$ cat src/hw/unlock_pkg.sv
// constants, register map and carrier types for the timed register unlock unit
// assumes a single cpu clock domain and an 8-bit sfr / 16-bit xfr register space
package unlock_pkg;

   // key values written by software
   localparam logic [7:0]  KEY_FIRST              = 8'hAA;
   localparam logic [7:0]  KEY_SECOND             = 8'h55;
   localparam logic [7:0]  KEY_CLOSE              = 8'h00;

   // key registers (sfr space)
   localparam logic [7:0]  SINGLE_USE_KEY_ADDR    = 8'hC7;
   localparam logic [7:0]  TIMED_WINDOW_KEY_ADDR  = 8'hC9;

   // sfr registers guarded by the single-use key
   localparam logic [7:0]  WATCHDOG_CONTROL_ADDR  = 8'hD8;
   localparam logic [7:0]  MEMORY_CONTROL_ADDR    = 8'hC6;
   localparam logic [7:0]  AUXILIARY_CONTROL_ADDR = 8'h9D;

   // sfr registers guarded by the timed key
   localparam logic [7:0]  CLOCK_SELECT_ADDR      = 8'h8F;
   localparam logic [7:0]  WAKEUP_MASK_ADDR       = 8'h9F;

   // xfr registers guarded by the timed key
   localparam int          TIMED_XFR_COUNT        = 11;
   localparam logic [15:0] TIMED_XFR_ADDRS [TIMED_XFR_COUNT] = '{
      16'hA000,   // regulator_trim_reg
      16'hA001,   // osc_current_trim_reg
      16'hA002,   // osc_voltage_trim_reg
      16'hA010,   // low_voltage_detect_config
      16'hA011,   // low_voltage_threshold
      16'hA013,   // interrupt_protect_one
      16'hA014,   // interrupt_protect_two
      16'hA025,   // protection_counter_low
      16'hA026,   // protection_counter_high
      16'hA0E1,   // breakpoint_interrupt_enable
      16'hA0EF    // debug_slave_identifier
   };

   // status field and reset values
   localparam int          STATUS_BIT_POS         = 0;
   localparam logic        SINGLE_USE_RESET       = 1'b0;
   localparam logic [7:0]  TIMED_KEY_RESET        = 8'h00;

   // timed window length in system clock periods
   localparam int          TIMED_WINDOW_CYCLES    = 256;

   typedef enum {
      KEY_IDLE,
      KEY_GOT_FIRST
   } key_state_e;

   // one cpu register access, valid for the cycle it is presented
   typedef struct packed {
      logic        wr;
      logic        rd;
      logic        xfr;
      logic [15:0] addr;
      logic [7:0]  data;
   } bus_req_s;

   // write forwarded to a guarded register
   typedef struct packed {
      logic        wr;
      logic        xfr;
      logic [15:0] addr;
      logic [7:0]  data;
   } guarded_wr_s;

endpackage

$ cat src/hw/key_sequence_detector.sv
// two-write key sequence detector for one key register
// assumes wr_strobe is a one-cycle write to that key register on sys_clk
module key_sequence_detector
   import unlock_pkg::*;
(
   input  wire logic       sys_clk,
   input  wire logic       sys_rst,
   input  wire logic       wr_strobe,
   input  wire logic [7:0] wdata,
   output logic            seq_done
);

   key_state_e state_r;
   key_state_e state_nxt;

   always_comb begin
      state_nxt = state_r;
      seq_done  = 1'b0;
      if (wr_strobe) begin
         unique case (state_r)
            KEY_IDLE: begin
               state_nxt = (wdata == KEY_FIRST) ? KEY_GOT_FIRST : KEY_IDLE;
            end
            KEY_GOT_FIRST: begin
               // any second write ends the attempt; only the exact pair grants
               state_nxt = KEY_IDLE;
               seq_done  = (wdata == KEY_SECOND);
            end
         endcase
      end
   end

   always_ff @(posedge sys_clk) begin
      if (sys_rst) begin
         state_r <= KEY_IDLE;
      end else begin
         state_r <= state_nxt;
      end
   end

endmodule

$ cat src/hw/window_timer.sv
// down counter holding the timed write window open
// assumes load and clear are one-cycle pulses on sys_clk
module window_timer
   import unlock_pkg::*;
#(
   parameter int unsigned CYCLES = TIMED_WINDOW_CYCLES,
   parameter int unsigned CW     = $clog2(CYCLES + 1)
)(
   input  wire logic          sys_clk,
   input  wire logic          sys_rst,
   input  wire logic          load,
   input  wire logic          clear,
   output logic               open_r,
   output logic [CW-1:0]      remaining
);

   logic [CW-1:0] count_r;
   logic [CW-1:0] count_nxt;

   if (CYCLES < 1 || CW < $clog2(CYCLES + 1)) begin : g_bad_cycles
      $error("window_timer: CYCLES must be at least 1 and fit in CW bits");
   end

   assign remaining = count_r;

   always_comb begin
      count_nxt = count_r;
      if (clear) begin
         count_nxt = '0;
      end else if (load) begin
         // a repeated key restarts from the full length
         count_nxt = CW'(CYCLES);
      end else if (count_r != '0) begin
         count_nxt = count_r - 1'b1;
      end
   end

   // no time base besides sys_clk: a stopped clock freezes the window
   always_ff @(posedge sys_clk) begin
      if (sys_rst) begin
         count_r <= '0;
         open_r  <= 1'b0;
      end else begin
         count_r <= count_nxt;
         open_r  <= (count_nxt != '0);
      end
   end

endmodule

$ cat src/hw/timed_register_unlock.sv
// write-protection unit for critical sfr and xfr registers
// assumes the cpu presents one access per cycle on bus_req, same clock, no sync needed
// How it works
// - single-use grant after writes 0xAA then 0x55
// - next write to a single-use guarded register consumes the grant
// - reads of guarded registers are never blocked
// - single-use key guards 0xD8, 0xC6, 0x9D
// - single-use grant never times out
// - any single-use key access voids held grant
// - single-use key reads grant status in bit 0
// - timed pair opens a 256-cycle write window
// - repeated timed pair restarts the window count
// - writing 0x00 to timed key closes window
// - timed key reads window status in bit 0
// - timed key guards sfr 0x8F and 0x9F
// - timed key guards listed xfr registers 0xA000-0xA0EF
// - all state runs on cpu clock, freezes when stopped
// - single-use status resets to locked
// - timed key resets to closed
module timed_register_unlock
   import unlock_pkg::*;
#(
   parameter int unsigned WINDOW_CYCLES = TIMED_WINDOW_CYCLES
)(
   input  wire logic       sys_clk,
   input  wire logic       sys_rst,
   input  wire bus_req_s   bus_req,
   output guarded_wr_s     guarded_wr_r,
   output logic            wr_refused_r,
   output logic [7:0]      key_rdata_r,
   output logic            key_rvalid_r,
   output logic            single_use_unlocked_flag,
   output logic            timed_window_open_flag
);

   localparam int unsigned CW = $clog2(WINDOW_CYCLES + 1);

   if (WINDOW_CYCLES < 1) begin : g_bad_window
      $error("timed_register_unlock: WINDOW_CYCLES must be at least 1");
   end

   // address decode
   logic                       su_key_hit;
   logic                       tw_key_hit;
   logic                       su_key_access;
   logic                       su_key_wr;
   logic                       su_key_rd;
   logic                       tw_key_wr;
   logic                       tw_key_rd;
   logic                       tw_close;
   logic                       su_guarded;
   logic                       tw_guarded;
   logic [TIMED_XFR_COUNT-1:0] xfr_hits;
   logic                       su_guard_wr;
   logic                       tw_guard_wr;
   logic                       su_done;
   logic                       tw_done;
   logic                       win_open;
   logic [CW-1:0]              win_remaining;

   assign su_key_hit    = !bus_req.xfr && (bus_req.addr[7:0] == SINGLE_USE_KEY_ADDR);
   assign tw_key_hit    = !bus_req.xfr && (bus_req.addr[7:0] == TIMED_WINDOW_KEY_ADDR);
   assign su_key_wr     = bus_req.wr && su_key_hit;
   assign su_key_rd     = bus_req.rd && su_key_hit;
   assign su_key_access = su_key_wr || su_key_rd;
   assign tw_key_wr     = bus_req.wr && tw_key_hit;
   assign tw_key_rd     = bus_req.rd && tw_key_hit;
   assign tw_close      = tw_key_wr && (bus_req.data == KEY_CLOSE);

   assign su_guarded = !bus_req.xfr &&
                       (bus_req.addr[7:0] == WATCHDOG_CONTROL_ADDR ||
                        bus_req.addr[7:0] == MEMORY_CONTROL_ADDR   ||
                        bus_req.addr[7:0] == AUXILIARY_CONTROL_ADDR);

   for (genvar i = 0; i < TIMED_XFR_COUNT; i++) begin : g_xfr
      assign xfr_hits[i] = bus_req.xfr && (bus_req.addr == TIMED_XFR_ADDRS[i]);
   end

   assign tw_guarded = (|xfr_hits) ||
                       (!bus_req.xfr &&
                        (bus_req.addr[7:0] == CLOCK_SELECT_ADDR ||
                         bus_req.addr[7:0] == WAKEUP_MASK_ADDR));

   // only writes are gated; reads of guarded registers go straight to them
   assign su_guard_wr = bus_req.wr && su_guarded;
   assign tw_guard_wr = bus_req.wr && tw_guarded;

   key_sequence_detector u_single_use_seq (
      .sys_clk   (sys_clk),
      .sys_rst   (sys_rst),
      .wr_strobe (su_key_wr),
      .wdata     (bus_req.data),
      .seq_done  (su_done)
   );

   key_sequence_detector u_timed_seq (
      .sys_clk   (sys_clk),
      .sys_rst   (sys_rst),
      .wr_strobe (tw_key_wr),
      .wdata     (bus_req.data),
      .seq_done  (tw_done)
   );

   window_timer #(
      .CYCLES (WINDOW_CYCLES),
      .CW     (CW)
   ) u_window (
      .sys_clk   (sys_clk),
      .sys_rst   (sys_rst),
      .load      (tw_done),
      .clear     (tw_close),
      .open_r    (win_open),
      .remaining (win_remaining)
   );

   assign timed_window_open_flag = win_open;

   // single-use grant and write forwarding
   logic        held_r;
   logic        held_nxt;
   guarded_wr_s guarded_wr_nxt;
   logic        wr_refused_nxt;
   logic [7:0]  key_rdata_nxt;
   logic        key_rvalid_nxt;

   always_comb begin
      held_nxt       = held_r;
      guarded_wr_nxt = '0;
      wr_refused_nxt = 1'b0;
      key_rdata_nxt  = 8'h00;
      key_rvalid_nxt = 1'b0;

      // grant wins; it cannot meet a held grant, since the 0xAA write voided it
      if (su_done) begin
         held_nxt = 1'b1;
      end else if (held_r && su_key_access) begin
         held_nxt = 1'b0;
      end else if (held_r && su_guard_wr) begin
         held_nxt = 1'b0;
      end
      // otherwise the grant stands however long it waits

      if ((su_guard_wr && held_r) || (tw_guard_wr && win_open)) begin
         guarded_wr_nxt.wr   = 1'b1;
         guarded_wr_nxt.xfr  = bus_req.xfr;
         guarded_wr_nxt.addr = bus_req.addr;
         guarded_wr_nxt.data = bus_req.data;
      end else if (su_guard_wr || tw_guard_wr) begin
         wr_refused_nxt = 1'b1;
      end

      // status reads: the value returned is the state before the access
      if (su_key_rd) begin
         key_rvalid_nxt                = 1'b1;
         key_rdata_nxt[STATUS_BIT_POS] = held_r;
      end else if (tw_key_rd) begin
         key_rvalid_nxt                = 1'b1;
         key_rdata_nxt[STATUS_BIT_POS] = win_open;
      end
   end

   // a stopped cpu clock leaves a held grant held; software must drop it first
   always_ff @(posedge sys_clk) begin
      if (sys_rst) begin
         held_r       <= SINGLE_USE_RESET;
         guarded_wr_r <= '0;
         wr_refused_r <= 1'b0;
         key_rdata_r  <= 8'h00;
         key_rvalid_r <= 1'b0;
      end else begin
         held_r       <= held_nxt;
         guarded_wr_r <= guarded_wr_nxt;
         wr_refused_r <= wr_refused_nxt;
         key_rdata_r  <= key_rdata_nxt;
         key_rvalid_r <= key_rvalid_nxt;
      end
   end

   assign single_use_unlocked_flag = held_r;

   // checking
   // run_r counts open cycles so a natural close can be held against the length
   logic [CW-1:0] run_r;

   always_ff @(posedge sys_clk) begin
      if (sys_rst) begin
         run_r <= '0;
      end else if (tw_done || tw_close) begin
         run_r <= '0;
      end else if (win_open) begin
         run_r <= run_r + 1'b1;
      end
   end
endmodule

$ cat config.mk
export PLATFORM = sky130hd
export DESIGN_NAME = timed_register_unlock
export DESIGN_NICKNAME = d
export VERILOG_FILES = /design/src/hw/unlock_pkg.sv /design/src/hw/key_sequence_detector.sv /design/src/hw/window_timer.sv /design/src/hw/timed_register_unlock.sv
export SDC_FILE = /design/constraint.sdc
export NUM_CORES = 1
export LEC_CHECK = 0
export BUFFER_PORTS_ARGS = -buffer_cell sky130_fd_sc_hd__buf_4
export CORE_MARGIN = 3
export CORE_UTILIZATION = 50
export DETAILED_ROUTE_END_ITERATION = 8
export PLACE_DENSITY = 0.9
export SLEW_MARGIN = 40
export SYNTH_ARGS = -nofsm -noshare
export SYNTH_HDL_FRONTEND = slang
export SYNTH_HIERARCHICAL = 1
export SYNTH_SLANG_ARGS = --single-unit
$ cat constraint.sdc
create_clock -name sys_clk -period 3 [get_ports sys_clk]
set_input_delay 0.15 -clock sys_clk [delete_from_list [all_inputs] [get_ports sys_clk]]
set_output_delay 0.15 -clock sys_clk [all_outputs]
set_load 0.01 [all_outputs]
### After elaboration in Yosys (flattened, before gate mapping)

Cells that the tools add are included.
Widths: inputs -> output; s select.

| storage, ports and cells | value |
|---|---|
| register bits after elaboration | 111 |
| output and inout bits | 38 |

| cells by class | value |
|---|---|
| add/subtract/negate cells | 1 |
| eq/ne operators | 22 |
| muxes and demuxes | 19 |
| bitwise logic cells | 1 |
| reduce and logical (&&, ||, !) cells | 42 |

Operators by type and width:

| operator | count |
|---|---|
| $eq 16x16->1 const B | 11 |
| $pmux 32 s2 | 2 |
| $eq 32x1->1 const B | 2 |
| $eq 8x8->1 const B | 8 |
| $logic_not 32->1 | 2 |
| $mux 9 | 3 |
| $mux 26 | 1 |
| $logic_and 1x1->1 | 25 |
| $reduce_bool 9->1 | 2 |
| $mux 1 | 13 |
| $reduce_or 11->1 | 1 |
| $sub 9x1->9 const B | 1 |
| $eq 8x7->1 const B | 1 |
| $logic_not 8->1 | 1 |
| $logic_or 1x1->1 | 7 |
| $reduce_or 2->1 | 2 |
| $reduce_bool 3->1 | 1 |
| $logic_not 1->1 | 1 |
| $not 1->1 | 1 |

### Longest topological paths before layout

| logic depth | value |
|---|---|
| depth after elaboration | 9 |
| gate-level depth with buffers | 10 |
| depth with buffers taken out | 9 |

### Cells and area by module

Netlist, hierarchy kept.

By module, submodules not included:

| module | instances | cells each | area each (um2) | seq. area each (um2) |
|---|---|---|---|---|
| timed_register_unlock | 1 | 139 | 1353.8 | 600.6 |
| window_timer | 1 | 59 | 505.5 | 200.2 |
| key_sequence_detector | 2 | 10 | 101.3 | 20.0 |

### Least setup slack after synthesis

Ideal clock, no wire load.

| timing | value |
|---|---|
| kind | reg2reg |
| from | register u_window.count_r[6], in the netlist u_window/remaining[6] |
| to | register u_window.open_r |
| library setup time | 128 ps |
| arrival time | 1970 ps |
| slack | 901 ps |
| stages on the path, launching flop included | 7 |
| path buffers | 1 |
| cells stage by stage | dfxtp_1 > or4_4 > or4_1 > buf_2 > mux2i_1 > o41ai_1 > a31oi_1 |

| between the ends | value |
|---|---|
| cells in the longest elaborated chain, start to end | 5 |
| elaborated cells between the ends (all ways) | 6 |

RTL lines:

| item | line | RTL |
|---|---|---|
| start: declaration | window_timer.sv:17 | `logic [CW-1:0] count_r;` |
| start signal: assignment | window_timer.sv:44 | `count_r <= count_nxt;` |
| $sub 9x1->9 or $reduce_bool 9->1 (tied branches) | window_timer.sv:34, window_timer.sv:33 |  |
| $mux 9 * | window_timer.sv:33 | `end else if (count_r != '0) begin` |
| $mux 9 * | window_timer.sv:30 | `end else if (load) begin` |
| $mux 9 * | window_timer.sv:28 | `if (clear) begin` |
| $reduce_bool 9->1 * | window_timer.sv:45 | `open_r <= (count_nxt != '0);` |
| end signal: assignment | window_timer.sv:45 |  |
| end: declaration | window_timer.sv:13 | `output logic open_r,` |

Every way passes the cells marked *; elsewhere a longest branch is shown, timed or not.
A chain may end at the register's enable or synchronous reset.

### Final worst setup path

Same ends and word-level chain as after synthesis.

==> run summary <==
The routed design has 4740 um of wire. The run gives 40.8% as the sequential area share after synthesis. The part of the power in combinational logic came out at 29.2%. The worst hold slack after final layout came out at 0.116 ns. In this run the horizontal extent of the chip is 70.2 um.

The critical path is of the flip-flop to flip-flop type. The overall fraction of global-route tracks in use came out at 19.2%. The logs give 0 ns for the accumulated negative setup slack and 320 for the non-filler instance count after layout. Synthesis produced a netlist whose cell count is 218.

The synthesized area per cell was 9.46 um^2. Dividing the detail-routed wire length by the instance count gives 14.8 um. The run gives 298 as the count of filler cells inserted in the layout.

Total power per unit cell area: 601 nW/um^2. Yosys printed 6 warnings. The hold path depth is 2. The total congestion overflow was 0; the worst-case reg-to-reg path depth was 5. The maximum fanout along the worst path was 5; the deepest clock path buffer count was 2. The proportion of register bits with asynchronous set or reset after synthesis was 0%. The tools report the violation count after the first detailed-routing iteration as 87. Final number of hold-violating endpoints: 0. The number of maximum-capacitance constraint violations was 0; the number of optimization iterations in the first detailed-route pass was 4. The clock network burns 28.5% of the power. The number of inserted diodes came out at 0.

The tools report the final RePlAce weighted congestion as 0.844. The per-cell via count in the routed design is 5.69, and the routed via count is 1,821. The maximum number of pins on one net before global-route repair was 30; the count of placed standard cells including taps was 312.

The run gives 42.3% as the part of the power in registers. In this run the critical register-to-register path is captured at u_window/open_r. The logs give 7760 um for the global-route wire length before repair and 67.4% for the share of the core filled with cells. Once routing completed, OpenROAD measured the worst setup slack at 0.739 ns. Yosys mapped a number of flops with a built-in enable equal to 0. Type of origin of the critical path: a flip-flop.

The run gives 0 as the number of cells upsized or downsized after cts. The run gives 4930 um^2 as the die area. The startpoint identified for the worst register-to-register timing path is u_window/remaining[6]. The later-pin clock latency in the skew report came out at 0.29 ns. The min-delay analysis places its worst path in the category input pin to flip-flop.

Compared with the post-synthesis result, the final layout area differs by 25.1%. After the last flow step, the layout net total stands at 301. For this run, the top clock speed supported by timing is 0.442 GHz.

Yosys attributes the largest share of cell area to dfxtp_1 41%, and4_1 9.8%, nor2_1 4.4%. In this run the number of H-tree levels came out at 2. In this run the count of I/O pins placed on the die edge is 67. STA puts the critical path data required time at 3.17 ns. In this run, distinct cell masters in the synthesized netlist total 56. The setup slack of the most critical reg-to-reg path is 0.74 ns. The start point of the worst min-delay path is sys_rst.

Summed over all nets, the switching power comes to 502 uW. Estimated wirelength of the detail-placed design: 3570 um. For the final database, setup skew stands at 0.00558 ns. The tools report the endpoint of the worst hold-timing path as u_window/remaining[7].

The most common cell in the netlist was dfxtp_1. The clock-pin slew on the worst setup and hold paths is 0.08 ns. After floorplanning, the core was sized to cover 3830 um^2. The clock period minus worst slack is 2.26 ns. In the synthesized netlist the dominant register cell turns out to be dfxtp_1. The run gives 2060 um^2 as the synthesized cell area. Buffers inserted during clock tree synthesis total 5. Setup violations remaining at the end of the flow were counted as 0. The switching part of the total works out to 32.4%.

Setup repair after global routing left no endpoint under its margin. Summed over all instances, the cell type with the most area after synthesis is dfxtp_1. The share of synthesized area in the top cell type comes to 40.8%. After clock tree synthesis, the setup repair step added 0 buffers. CTS saw 42 sinks. TritonCTS built the clock tree. After synthesis the netlist holds a flip-flop and latch count of 42. The run gives 0 as the count of nets left with antenna violations after detail routing.

For the starting density of the core, the log shows 53.9%. The run finished with clean final reports. In this run the tool buffered the top-level ports with 59 buffer cells. Of the available clock period, the critical path in the final layout requires 75.4%. The share of final-layout standard cells stronger than drive strength 1 was 28.7%; the minimum setup slack after placement was 0.741 ns.

At the pin with the least slew margin, the transition time is 0.557 ns. The number of antenna violations at the first check in global routing is 0, and the leakage power total is 0.00108 uW. The floorplan has 22 rows. The run gives 1,684 as the number of global-route vias before repair.

The run gives 0 as the DRC violations left. The worst setup path is captured at a flip-flop. The maximum ir drop on the vdd rail is 0.448 mV, and the floorplan die height is 70.2 um. The cell sitting at the root of the clock tree is a clkbuf_8. The max-slew violation count was 0. In the synthesized netlist, the cells that appear most often are 42 x dfxtp_1, 24 x nor2_1, 23 x and4_1.

The tools report the post-cts hold buffer count as 0. The run gives 1050 uW as the internal power contribution. At the worst endpoint, the arrival time is 2.43 ns. The worst slew margin relative to its limit came out at 62.8%.
-- power groups by stage --
stage	logic, uW	clock network (uW)	registers, uW
final	454	442	656
after global placement	435	0	665
after CTS	449	453	654
after detailed placement	446	0	667
after floorplan	350	0	657
after global routing	505	479	663
-- layer usage --
metal	vias up	global-route usage (%)	routed length, um
li1	914	-	-
met1	833	23.2	2140
met2	68	31.7	2180
met3	6	7.19	378
met4	0	5.11	36
met5	-	0	0
-- flip-flops by register name, indices dropped and copies added (netlist names) --
register                  count
wr_refused_r                  1
key_rvalid_r                  1
u_timed_seq/state_r           1
key_rdata_r                   1
single_use_unlocked_flag      1
u_single_use_seq/state_r      1
u_window/remaining            9
guarded_wr_r                 26
u_window/open_r               1
-- layout by cell type, fill, tap and decap left out, drive strengths merged, types with 2 or more instances in the layout --
| master | count |
|---|---|
| a211oi | 3 |
| a21oi | 6 |
| a31oi | 4 |
| and2 | 4 |
| and3 | 4 |
| and4 | 23 |
| buf | 60 |
| clkbuf | 5 |
| clkinvlp | 2 |
| conb | 7 |
| dfxtp | 42 |
| inv | 3 |
| nand2 | 12 |
| nand2b | 4 |
| nand4 | 4 |
| nand4b | 3 |
| nand4bb | 3 |
| nor2 | 24 |
| nor2b | 4 |
| nor3 | 4 |
| nor3b | 2 |
| nor4 | 4 |
| nor4b | 5 |
| o21ai | 3 |
| o22ai | 2 |
| o31a | 2 |
| o31ai | 3 |
| o32ai | 2 |
| or2b | 2 |
| or3 | 2 |
| or4 | 4 |
| xnor2 | 2 |
| xor2 | 2 |
-- worst max-delay path: stages (launching register included) --
cell and delay (ns):
dfxtp_1 0.35, or4_4 0.56, or4_1 0.60, mux2i_1 0.16, o41ai_1 0.34, a31oi_1 0.14
-- cells by family (layout without fill, tap and decap cells) --
family,count (synthesis),in the layout,synth area share (%)
and+or+nand+nor,112,112,36.1
xor gates and xnor gates,4,4,1.70
other,1,7,0.182
adders and majority gates,1,1,0.607
buffers and inverters,23,71,6.80
DFF,42,42,40.8
muxes,1,1,0.485
AOI/OAI and AO/OA,34,34,13.3
-- through the flow --
step | power, uW | area (um^2)
2_1_floorplan | 1010 | 2080
3_3_place_gp | 1100 | 2470
3_5_place_dp | 1110 | 2470
4_1_cts | 1560 | 2580
5_1_grt | 1650 | 2580
6_report | 1550 | 2580
-- worst max-delay path by stage --
stage | start | to | slack (ns)
after floorplan | u_window/remaining[6] | u_window/open_r | 0.90
after global placement | u_window/remaining[6] | u_window/open_r | 0.78
after detailed placement | bus_req[12] | u_window/remaining[6] | 0.74
after CTS | u_window/remaining[6] | u_window/open_r | 0.74
after global routing | u_window/remaining[6] | u_window/open_r | 0.71
final | u_window/remaining[6] | u_window/open_r | 0.74
-- final cells by class --
class	count	area (um^2)	area share [%]
Clock inverter	3	45.0	1.75
Timing Repair Buffer	60	450	17.5
Multi-Input combinational cell	159	1100	42.8
Tap cell	48	60.1	2.33
Sequential cell	42	841	32.6
Clock buffer	5	68.8	2.67
Inverter	3	11.3	0.436
(Power assumes the default switching activity.)
